$ cat config.mk
export PLATFORM = sky130hd
export DESIGN_NAME = udc_channel
export DESIGN_NICKNAME = d
export VERILOG_FILES = /design/src/rtl/udc_pkg.sv /design/src/rtl/udc_channel.sv
export SDC_FILE = /design/constraint.sdc
export NUM_CORES = 1
export LEC_CHECK = 0
export ABC_AREA = 1
export BUFFER_PORTS_ARGS = -buffer_cell sky130_fd_sc_hd__buf_4
export CAP_MARGIN = 20
export CORE_ASPECT_RATIO = 1.25
export CORE_MARGIN = 5
export CORE_UTILIZATION = 42
export CTS_BUF_LIST = sky130_fd_sc_hd__clkbuf_8
export DETAILED_ROUTE_END_ITERATION = 7
export PLACE_DENSITY = 0.57
export SLEW_MARGIN = 20
export SYNTH_ARGS = -nofsm -noshare
export SYNTH_HDL_FRONTEND = slang
export SYNTH_SLANG_ARGS = --single-unit
$ cat constraint.sdc
create_clock -name clk_i -period 6.7 [get_ports clk_i]
set_clock_uncertainty 0.05 [all_clocks]
set_input_delay 0.67 -clock clk_i [delete_from_list [all_inputs] [get_ports clk_i]]
set_output_delay 0.67 -clock clk_i [all_outputs]
set_load 0.1 [all_outputs]
$ cat src/rtl/udc_pkg.sv
package udc_pkg;

   // Register byte offsets on the Avalon-MM slave.
   localparam logic [4:0] OFS_CTRL     = 5'h00;
   localparam logic [4:0] OFS_PRESET   = 5'h04;
   localparam logic [4:0] OFS_SETPOINT = 5'h08;
   localparam logic [4:0] OFS_COUNT    = 5'h0c;
   localparam logic [4:0] OFS_CAPTURE  = 5'h10;
   localparam logic [4:0] OFS_STATUS   = 5'h14;
   localparam logic [4:0] OFS_CMD      = 5'h18;

   // Control register field positions.
   localparam int CTRL_CMODE_LSB  = 0;
   localparam int CTRL_X4         = 2;
   localparam int CTRL_SW_DOWN    = 3;
   localparam int CTRL_SW_EN      = 4;
   localparam int CTRL_PMODE_LSB  = 5;
   localparam int CTRL_PEDGE_RISE = 8;
   localparam int CTRL_PCONFIRM   = 9;
   localparam int CTRL_MANUAL     = 10;
   localparam int CTRL_OUT_EN_LSB = 11;
   localparam int CTRL_MAN_LSB    = 13;
   localparam int CTRL_W          = 15;

   // Status register field positions.
   localparam int STAT_CNT_OUT_LSB = 0;
   localparam int STAT_DOWN        = 2;
   localparam int STAT_ENABLED     = 3;
   localparam int STAT_PRESET_LVL  = 4;
   localparam int STAT_LCAM_ARMED  = 5;

   // Command register field positions.
   localparam int CMD_SW_PRESET = 0;

   // Values after reset.
   localparam logic [CTRL_W-1:0] CTRL_RST  = 15'h0000;
   localparam logic [31:0]       VALUE_RST = 32'h0000_0000;

   // Direction input must be steady longer than this before a pulse counts.
   localparam int CLK_PERIOD_NS   = 100;
   localparam int DIR_SETTLE_NS   = 3000;
   localparam int DIR_SETTLE_CYC  =
      (DIR_SETTLE_NS + CLK_PERIOD_NS - 1) / CLK_PERIOD_NS;
   localparam int SETTLE_W        = 6;

   typedef enum logic [1:0] {
      CM_SEPARATE,
      CM_PULSE_DIR,
      CM_SW_DIR,
      CM_QUAD
   } udc_cmode_t;

   typedef enum logic [2:0] {
      PM_NONE,
      PM_EDGE,
      PM_DIR_MATCH,
      PM_DIR_OPPOSED,
      PM_LEVEL,
      PM_SHORT_CAM,
      PM_LONG_CAM
   } udc_pmode_t;

   typedef struct packed {
      logic capture_in;
      logic count_enable_in;
      logic preset_in;
      logic index_mark_in;
      logic aux_count_in;
      logic count_pulse_in;
   } udc_pins_t;

   localparam int PINS_W = 6;

endpackage

$ cat src/rtl/udc_channel.sv
// The Avalon-MM interface to the registers and the register addresses were chosen for this implementation.
`timescale 1ns/100ps
`default_nettype none

// Operation
// (RL1) Separate mode: count pulse input counts up, auxiliary input counts down.
// (RL2) Separate mode: coincident pulses on both inputs are each counted.
// (RL3) Pulse-direction mode: auxiliary 0 counts up, auxiliary 1 counts down.
// (RL4) Pulse-direction up: pulse counts only after direction input steady over 3 us.
// (RL5) Pulse-direction down: pulse ignored unless direction input steady over 3 us.
// (RL6) Software-direction mode: pulses on count input, direction from software bit.
// (RL7) Quadrature: A on count input, B on auxiliary input give direction.
// (RL8) Quadrature x1: count changes only on rising edges of B.
// (RL9) Quadrature x4: count changes on every edge of A and B.
// (RL10) Edge preset: configured preset input edge loads preset, when confirmed.
// (RL11) Direction-matched preset: rise when up, fall when down, when confirmed.
// (RL12) Direction-opposed preset: rise when down, fall when up, when confirmed.
// (RL13) Level preset: count held at preset while preset input is 1.
// (RL14) Short cam up: preset input 1 and index rise loads preset.
// (RL15) Short cam down: preset input 1 and index fall loads preset.
// (RL16) Short cam: every active index edge in the cam presets again.
// (RL17) Long cam: first index rise after preset input returns to 0 presets.
// (RL18) Automatic: enabled reflex output follows its counter output.
// (RL19) Automatic: disabled reflex output is driven 0.
// (RL20) Manual: reflex outputs follow software-written states.
// (RL21) Counting enabled by enable input at 1 or software enable.
// (RL22) Up counting sets output 0 past setpoint, cleared on reload; the code sets it when the count reaches the setpoint.
// (RL23) Down counting sets output 1 at zero, cleared on reload.
// (RL24) All pin inputs synchronised to core clock, edges detected there.
// (RL25) Capture input edge copies count into readable capture register.
module udc_channel #(
   parameter int CNT_W = 32
) (
   // Clock and reset.
   input  wire logic              clk_i,
   input  wire logic              arst_n_i,
   // Avalon-MM slave.
   input  wire logic [4:0]        avs_address_i,
   input  wire logic              avs_read_i,
   input  wire logic              avs_write_i,
   input  wire logic [31:0]       avs_writedata_i,
   output logic      [31:0]       avs_readdata_o,
   output logic                   avs_waitrequest_o,
   // Sensor and encoder pins.
   input  wire udc_pkg::udc_pins_t pins_i,
   // Reflex outputs.
   output logic                   reflex_out_0_o,
   output logic                   reflex_out_1_o
);

   localparam int PW = udc_pkg::PINS_W;
   localparam int SW = udc_pkg::SETTLE_W;
   localparam logic [SW-1:0] SETTLE_LIM = SW'(udc_pkg::DIR_SETTLE_CYC);

   logic [PW-1:0]             s1_r;
   logic [PW-1:0]             s2_r;
   logic [PW-1:0]             s3_r;
   logic [PW-1:0]             lvl_r;
   logic [PW-1:0]             prev_r;
   udc_pkg::udc_pins_t        lvl;
   udc_pkg::udc_pins_t        rise;
   udc_pkg::udc_pins_t        fall;
   logic [udc_pkg::CTRL_W-1:0] ctrl_r;
   logic [CNT_W-1:0]          preset_r;
   logic [CNT_W-1:0]          setpoint_r;
   logic [CNT_W-1:0]          count_r;
   logic [CNT_W-1:0]          capture_r;
   logic [1:0]                cnt_out_r;
   logic                      down_r;
   logic                      lcam_armed_r;
   logic [SW-1:0]             settle_r;
   logic                      ack_r;
   logic [31:0]               rdata_r;
   logic                      wr_acc;
   logic                      sw_preset;
   udc_pkg::udc_cmode_t       cmode;
   udc_pkg::udc_pmode_t       pmode;
   logic                      enabled;
   logic                      step_up;
   logic                      step_dn;
   logic                      dir_down;
   logic                      load_evt;
   logic                      hold_lvl;
   logic                      confirm;

   function automatic logic [31:0] widen(input logic [CNT_W-1:0] v);
      widen = 32'(v);
   endfunction

   // Three-stage synchroniser; a level moves only when stages two and three
   // agree, so a single-cycle glitch at the pin never reaches the counter.
   always_ff @(posedge clk_i or negedge arst_n_i) begin
      if (!arst_n_i) begin
         s1_r   <= '0;
         s2_r   <= '0;
         s3_r   <= '0;
         lvl_r  <= '0;
         prev_r <= '0;
      end else begin
         s1_r   <= pins_i; // RL24
         s2_r   <= s1_r;
         s3_r   <= s2_r;
         lvl_r  <= (s2_r & s3_r) | (lvl_r & (s2_r ^ s3_r)); // RL24
         prev_r <= lvl_r;
      end
   end

   assign lvl  = lvl_r;
   assign rise = lvl_r & ~prev_r; // RL24
   assign fall = ~lvl_r & prev_r; // RL24

   assign cmode   = udc_pkg::udc_cmode_t'(ctrl_r[udc_pkg::CTRL_CMODE_LSB +: 2]);
   assign pmode   = udc_pkg::udc_pmode_t'(ctrl_r[udc_pkg::CTRL_PMODE_LSB +: 3]);
   assign confirm = ctrl_r[udc_pkg::CTRL_PCONFIRM];
   assign enabled = lvl.count_enable_in | ctrl_r[udc_pkg::CTRL_SW_EN]; // RL21

   // Cycles the direction input has been steady, saturating.
   always_ff @(posedge clk_i or negedge arst_n_i) begin
      if (!arst_n_i) begin
         settle_r <= '0;
      end else if (rise.aux_count_in || fall.aux_count_in) begin
         settle_r <= '0;
      end else if (settle_r != '1) begin
         settle_r <= settle_r + SW'(1);
      end
   end

   // Count steps from the selected input mode.
   always_comb begin
      step_up = 1'b0;
      step_dn = 1'b0;
      unique case (cmode)
         udc_pkg::CM_SEPARATE: begin
            step_up = rise.count_pulse_in; // RL1
            step_dn = rise.aux_count_in;   // RL1
         end
         udc_pkg::CM_PULSE_DIR: begin
            if (rise.count_pulse_in && settle_r > SETTLE_LIM) begin // RL4 RL5
               step_up = ~lvl.aux_count_in; // RL3
               step_dn = lvl.aux_count_in;  // RL3
            end
         end
         udc_pkg::CM_SW_DIR: begin
            step_up = rise.count_pulse_in & ~ctrl_r[udc_pkg::CTRL_SW_DOWN]; // RL6
            step_dn = rise.count_pulse_in & ctrl_r[udc_pkg::CTRL_SW_DOWN];  // RL6
         end
         udc_pkg::CM_QUAD: begin
            if (!ctrl_r[udc_pkg::CTRL_X4]) begin
               // A leads B when A is high at the rising edge of B.
               step_up = rise.aux_count_in & lvl.count_pulse_in;  // RL8 RL7
               step_dn = rise.aux_count_in & ~lvl.count_pulse_in; // RL8 RL7
            end else if ((lvl_r[0] ^ prev_r[0]) != (lvl_r[1] ^ prev_r[1])) begin
               // Exactly one input moved; both at once is a lost step.
               step_up = lvl.count_pulse_in ^ prev_r[1];  // RL9 RL7
               step_dn = ~(lvl.count_pulse_in ^ prev_r[1]); // RL9 RL7
            end
         end
      endcase
   end

   // Direction used by the preset modes: software bit, direction input level or last step taken.
   always_ff @(posedge clk_i or negedge arst_n_i) begin
      if (!arst_n_i) begin
         down_r <= 1'b0;
      end else if (cmode == udc_pkg::CM_SW_DIR) begin
         down_r <= ctrl_r[udc_pkg::CTRL_SW_DOWN];
      end else if (cmode == udc_pkg::CM_PULSE_DIR) begin
         down_r <= lvl.aux_count_in;
      end else if (step_up != step_dn) begin
         down_r <= step_dn;
      end
   end
   assign dir_down = down_r;

   // Long cam arms on the preset input falling and fires on the next index rise.
   always_ff @(posedge clk_i or negedge arst_n_i) begin
      if (!arst_n_i) begin
         lcam_armed_r <= 1'b0;
      end else if (pmode != udc_pkg::PM_LONG_CAM || lvl.preset_in) begin
         lcam_armed_r <= 1'b0;
      end else if (fall.preset_in) begin
         lcam_armed_r <= 1'b1; // RL17
      end else if (rise.index_mark_in) begin
         lcam_armed_r <= 1'b0; // RL17
      end
   end

   // Preset events; the confirm bit gates every hardware preset mode.
   always_comb begin
      load_evt = 1'b0;
      hold_lvl = 1'b0;
      unique case (pmode)
         udc_pkg::PM_NONE: begin
            load_evt = 1'b0;
         end
         udc_pkg::PM_EDGE: begin
            load_evt = ctrl_r[udc_pkg::CTRL_PEDGE_RISE] ? rise.preset_in
                                                        : fall.preset_in; // RL10
         end
         udc_pkg::PM_DIR_MATCH: begin
            load_evt = dir_down ? fall.preset_in : rise.preset_in; // RL11
         end
         udc_pkg::PM_DIR_OPPOSED: begin
            load_evt = dir_down ? rise.preset_in : fall.preset_in; // RL12
         end
         udc_pkg::PM_LEVEL: begin
            hold_lvl = lvl.preset_in; // RL13
         end
         udc_pkg::PM_SHORT_CAM: begin
            // Each active index edge inside the cam reloads again.
            load_evt = lvl.preset_in & (dir_down ? fall.index_mark_in
                                                 : rise.index_mark_in); // RL14 RL15 RL16
         end
         udc_pkg::PM_LONG_CAM: begin
            load_evt = lcam_armed_r & rise.index_mark_in; // RL17
         end
         default: begin
            load_evt = 1'b0;
         end
      endcase
      load_evt = (load_evt & confirm) | sw_preset;
      hold_lvl = hold_lvl & confirm;
   end

   // Current count; a preset wins over a count step in the same cycle.
   always_ff @(posedge clk_i or negedge arst_n_i) begin
      if (!arst_n_i) begin
         count_r <= CNT_W'(udc_pkg::VALUE_RST);
      end else if (load_evt || hold_lvl) begin
         count_r <= preset_r; // RL13
      end else if (enabled && step_up && !step_dn) begin
         count_r <= count_r + CNT_W'(1);
      end else if (enabled && step_dn && !step_up) begin
         count_r <= count_r - CNT_W'(1);
      end
   end
   // Coincident up and down pulses both count and cancel each other. RL2

   // Counter outputs; a reload clears both.
   always_ff @(posedge clk_i or negedge arst_n_i) begin
      if (!arst_n_i) begin
         cnt_out_r <= 2'h0;
      end else if (load_evt || hold_lvl) begin
         cnt_out_r <= 2'h0; // RL22 RL23
      end else if (enabled && step_up != step_dn) begin
         if (step_up && count_r + CNT_W'(1) == setpoint_r) begin
            cnt_out_r[0] <= 1'b1; // RL22
         end
         if (step_dn && count_r == CNT_W'(1)) begin
            cnt_out_r[1] <= 1'b1; // RL23
         end
      end
   end

   // Capture on a rising edge of the capture input.
   always_ff @(posedge clk_i or negedge arst_n_i) begin
      if (!arst_n_i) begin
         capture_r <= CNT_W'(udc_pkg::VALUE_RST);
      end else if (rise.capture_in) begin
         capture_r <= count_r; // RL25
      end
   end

   // Reflex outputs.
   always_ff @(posedge clk_i or negedge arst_n_i) begin
      if (!arst_n_i) begin
         reflex_out_0_o <= 1'b0;
         reflex_out_1_o <= 1'b0;
      end else if (ctrl_r[udc_pkg::CTRL_MANUAL]) begin
         reflex_out_0_o <= ctrl_r[udc_pkg::CTRL_MAN_LSB];     // RL20
         reflex_out_1_o <= ctrl_r[udc_pkg::CTRL_MAN_LSB + 1]; // RL20
      end else begin
         reflex_out_0_o <= ctrl_r[udc_pkg::CTRL_OUT_EN_LSB] & cnt_out_r[0];     // RL18 RL19
         reflex_out_1_o <= ctrl_r[udc_pkg::CTRL_OUT_EN_LSB + 1] & cnt_out_r[1]; // RL18 RL19
      end
   end

   // Avalon-MM slave: every access waits exactly one cycle, which gives the
   // registered read data time to settle without a combinational path.
   always_ff @(posedge clk_i or negedge arst_n_i) begin
      if (!arst_n_i) begin
         ack_r <= 1'b0;
      end else begin
         ack_r <= (avs_read_i | avs_write_i) & ~ack_r;
      end
   end
   assign avs_waitrequest_o = (avs_read_i | avs_write_i) & ~ack_r;
   assign wr_acc    = avs_write_i & ack_r;
   assign sw_preset = wr_acc && avs_address_i == udc_pkg::OFS_CMD
                      && avs_writedata_i[udc_pkg::CMD_SW_PRESET];

   always_ff @(posedge clk_i or negedge arst_n_i) begin
      if (!arst_n_i) begin
         ctrl_r     <= udc_pkg::CTRL_RST;
         preset_r   <= CNT_W'(udc_pkg::VALUE_RST);
         setpoint_r <= CNT_W'(udc_pkg::VALUE_RST);
      end else if (wr_acc) begin
         case (avs_address_i)
            udc_pkg::OFS_CTRL:     ctrl_r     <= avs_writedata_i[udc_pkg::CTRL_W-1:0];
            udc_pkg::OFS_PRESET:   preset_r   <= avs_writedata_i[CNT_W-1:0];
            udc_pkg::OFS_SETPOINT: setpoint_r <= avs_writedata_i[CNT_W-1:0];
            default: begin
            end
         endcase
      end
   end

   always_ff @(posedge clk_i or negedge arst_n_i) begin
      if (!arst_n_i) begin
         rdata_r <= 32'h0000_0000;
      end else if (avs_read_i && !ack_r) begin
         case (avs_address_i)
            udc_pkg::OFS_CTRL:     rdata_r <= 32'(ctrl_r);
            udc_pkg::OFS_PRESET:   rdata_r <= widen(preset_r);
            udc_pkg::OFS_SETPOINT: rdata_r <= widen(setpoint_r);
            udc_pkg::OFS_COUNT:    rdata_r <= widen(count_r);
            udc_pkg::OFS_CAPTURE:  rdata_r <= widen(capture_r);
            udc_pkg::OFS_STATUS:   rdata_r <= {26'h0, lcam_armed_r,
                                               lvl.preset_in, enabled,
                                               down_r, cnt_out_r};
            default:               rdata_r <= 32'h0000_0000;
         endcase
      end
   end
   assign avs_readdata_o = rdata_r;

endmodule

`default_nettype wire

==> summary.md <==
| Metric | Value |
|---|---|
| Detail Placement HPWL | `27600 um` |
| Final net count | `1790` |
| Ports | `82` |
| Critical path depth | `15` |
| CP required | `7120 ps` |
| Critical path, cell by cell | `inv_2 -> nand2_1 -> inv_1 -> o211ai_1 -> nand3_1 -> nand2_1 -> nand2_1 -> nand2_1 -> nand3_2 -> inv_2 -> nand2_1 -> buf_4 -> inv_1 -> nand2_1 -> nand3_1` |
| I/O Buffers | `81` |
| Global-route wire length before repair | `61600 um` |
| Outcome | `complete, no violations` |
| Mean Syn Cell Area | `7.30 um2` |
| Worst reg-to-reg path cell count | `15` |
| Delay-heaviest family, CP | `buffers and inverters` |
| FF-to-FF End | `count_r[25]` |
| Peak supply drop | `0.161 mV` |
| Synth area leader | `dfrtp_1` |
| CTS root buffer | `clkbuf_8` |
| Slew headroom | `24.7%` |
| Synth Instances | `1664` |
| Synth unique cells | `41` |
| Core Util, Final | `48.3%` |
| Largest net degree at the start of global routing | `171` |
| Post-route DRC violation count | `0` |
| Final hold violation count | `0` |
| Final ANT Viol Nets | `0` |
| Power Dens Cells | `332 mW/mm2` |
| Number of fill cells in the layout | `2896` |
| Reg clk slew, reported paths | `60 ps` |
| Area Growth Syn to Fin | `13.4%` |
| Total Neg Setup Slack | `0 ps` |
| Reg2Reg Setup Slack | `3150 ps` |
| Hold_buf cts | `1` |
| Synth top area cells | `dfrtp_1 (45%), nand2_1 (17%), o21ai_0 (7.3%)` |
| Final instance area | `0.0138 mm2` |
| Num CTS Buffers | `39` |
| WL final | `38400 um` |
| Initial core utilization | `42.6%` |
| Max clock buf depth | `3` |
| Clk Latency, worst-skew pair | `550 ps` |
| Worst Hold Launch | `pins_i[3]` |
| Critical Path End Type | `register` |
| Gpl congestion | `0.940` |
| Rows | `69` |
| Die area | `0.0324 mm2` |
| Total track usage | `24.1%` |
| Routed WL per cell | `18.2 um` |
| Max FO, Critical Path | `31` |
| Iter 0 DRT Violations | `706` |
| Worst EP arrival | `3970 ps` |
| Slew Viols, Final | `0` |
| Slowest CP cell | `nand3_2` |
| Die width | `162 um` |
| Core footprint | `0.0285 mm2` |
| Top achievable clock speed | `282 MHz` |
| Worst path max stage delay | `650 ps` |
| Syn_nets | `1728` |
| Final Cycle Share | `52.9%` |
| CP Class | `register to register` |
| RSZ-0062 raised after global routing | `no` |
| Setup Fix Bufs, Post-CTS | `0` |
| Max-cap violations | `0` |
| Hold WC Path Type | `input pin to register` |
| Final Critical Period | `3550 ps` |
| Worst-Margin Slew | `1130 ps` |
| Final setup vio count | `0` |
| Synth warn | `0` |
| Type of origin of the critical path | `register` |
| Diode count | `0` |
| H-Tree Depth | `2` |
| Share of layout cells above drive strength 1 | `10.5%` |
| CP dominant cell by count | `nand2_1` |
| Area post-placement | `0.0130 mm2` |
| Multi-input logic area | `0.00579 mm2` |
| CTS tree | `built` |
| CTS Sinks | `217` |
| WP buf/inv | `5` |
| DR vias | `11300` |
| Origin of the critical flop-to-flop path | `lvl[3]` |
| Post_cts resized | `0` |
| Post-synthesis sequential area ratio | `44.7%` |
| Leakage power | `6.68 nW` |
| Critical Path Sink | `count_r[25]` |
| Initial antenna violation count | `0` |
| Initial DRT Pass Iterations | `7` |
| Total gr overflow | `0` |
| Register area | `0.00543 mm2` |
| Vias/cell | `5.35` |
| Die H | `200 um` |
| Synthesized flop and latch total | `217` |
| Vias in the first global route | `11300` |
| Cell area after synthesis | `0.0121 mm2` |
| Yosys top cell area share | `44.7%` |
| Crit path from | `lvl[3]` |
==> registers in the layout (all words and copies together), names as in the netlist, 15 cells and up <==
register	cells
setpoint_r	32
ctrl_r	15
avs_readdata_o	32
capture_r	32
preset_r	32
count_r	32
==> cells in the final DEF (no fill, tap or decap), drive strengths merged <==
| cell type | synthesis | final |
|---|---|---|
| nor4 | 2 | 2 |
| o22ai | 13 | 13 |
| o21ai | 182 | 182 |
| a221oi | 9 | 9 |
| a31oi | 13 | 13 |
| xnor2 | 3 | 3 |
| dfrtp | 217 | 217 |
| or2 | 4 | 4 |
| dlygate4sd3 | 0 | 1 |
| and3 | 1 | 1 |
| nor3 | 10 | 10 |
| nand3b | 4 | 4 |
| o221ai | 3 | 3 |
| nand3 | 122 | 122 |
| a21o | 13 | 13 |
| a41oi | 3 | 3 |
| nand2 | 562 | 562 |
| inv | 168 | 181 |
| ha | 17 | 17 |
| o2111ai | 6 | 6 |
| nand4 | 11 | 11 |
| clkbuf | 44 | 49 |
| clkinv | 1 | 4 |
| buf | 27 | 91 |
| a211oi | 1 | 1 |
| and2 | 1 | 1 |
| nor2 | 148 | 148 |
| a21oi | 25 | 25 |
| o211ai | 29 | 29 |
| xor2 | 25 | 25 |
==> cell type report <==
| cell class | instances | area share, % |
|---|---|---|
| Multi-Input combinational cell | 1207 | 42.1 |
| Sequential cell | 217 | 39.5 |
| Timing Repair Buffer | 92 | 5.27 |
| Clock buffer | 49 | 4.90 |
| Inverter | 169 | 4.61 |
| Tap cell | 355 | 3.23 |
| Clock inverter | 16 | 0.464 |
==> per-layer routing <==
metal | GRT usage, % | vias to the layer above | wire, um
met5 | 0 | - | 0
li1 | - | 5517 | -
met4 | 8.65 | 0 | 1230
met1 | 30.4 | 5389 | 16500
met2 | 42.5 | 270 | 19100
met3 | 3.31 | 85 | 1530
==> how the worst min path moves through the flow <==
stage	end	cells after the start
after floorplan	s2_r[0]	0
after global placement	s2_r[3]	0
after global routing	s1_r[3]	1
after CTS	s1_r[3]	1
final	s1_r[3]	1
after detailed placement	s2_r[3]	0
==> cells by family after synthesis <==
group                      Yosys count  share of synthesized area (%)
AOI/OAI and AO/OA                  297                           14.0
DFF                                217                           44.7
xor gates and xnor gates            28                           2.02
buffers and inverters              240                           7.84
and+or+nand+nor                    865                           29.6
adders and majority gates           17                           1.75
==> power breakdown <==
| group | total, mW | internal (mW) | switching [mW] |
|---|---|---|---|
| clock network | 1.20 | 0.651 | 0.550 |
| logic | 1.48 | 0.474 | 1.01 |
| registers | 1.89 | 1.57 | 0.318 |
| total | 4.57 | 2.70 | 1.88 |
==> cells in the mapped netlist (all sizes together) <==
| cell type | count |
|---|---|
| a221oi | 9 |
| o211ai | 29 |
| a211oi | 1 |
| o2111ai | 6 |
| ha | 17 |
| nand4 | 11 |
| nand3 | 122 |
| clkinv | 1 |
| a21o | 13 |
| nor3 | 10 |
| a31oi | 13 |
| or2 | 4 |
| dfrtp | 217 |
| nand3b | 4 |
| inv | 168 |
| o221ai | 3 |
| o22ai | 13 |
| buf | 27 |
| and2 | 1 |
| xnor2 | 3 |
| nor2 | 148 |
| a41oi | 3 |
| clkbuf | 44 |
| and3 | 1 |
| o21ai | 182 |
| xor2 | 25 |
| nor4 | 2 |
| nand2 | 562 |
| a21oi | 25 |
==> stage by stage <==
stage                     power, mW  std cells  setup WS [ps]  hold WS, ps
after global placement         3.36       2038           2950          285
final                          4.57       2105           3150          184
after detailed placement       3.39       2039           2900          289
after floorplan                2.92       1664           4000          281
after global routing           4.91       2105           2780          158
after CTS                      4.61       2105           3140          146
(Power assumes the default switching activity.)
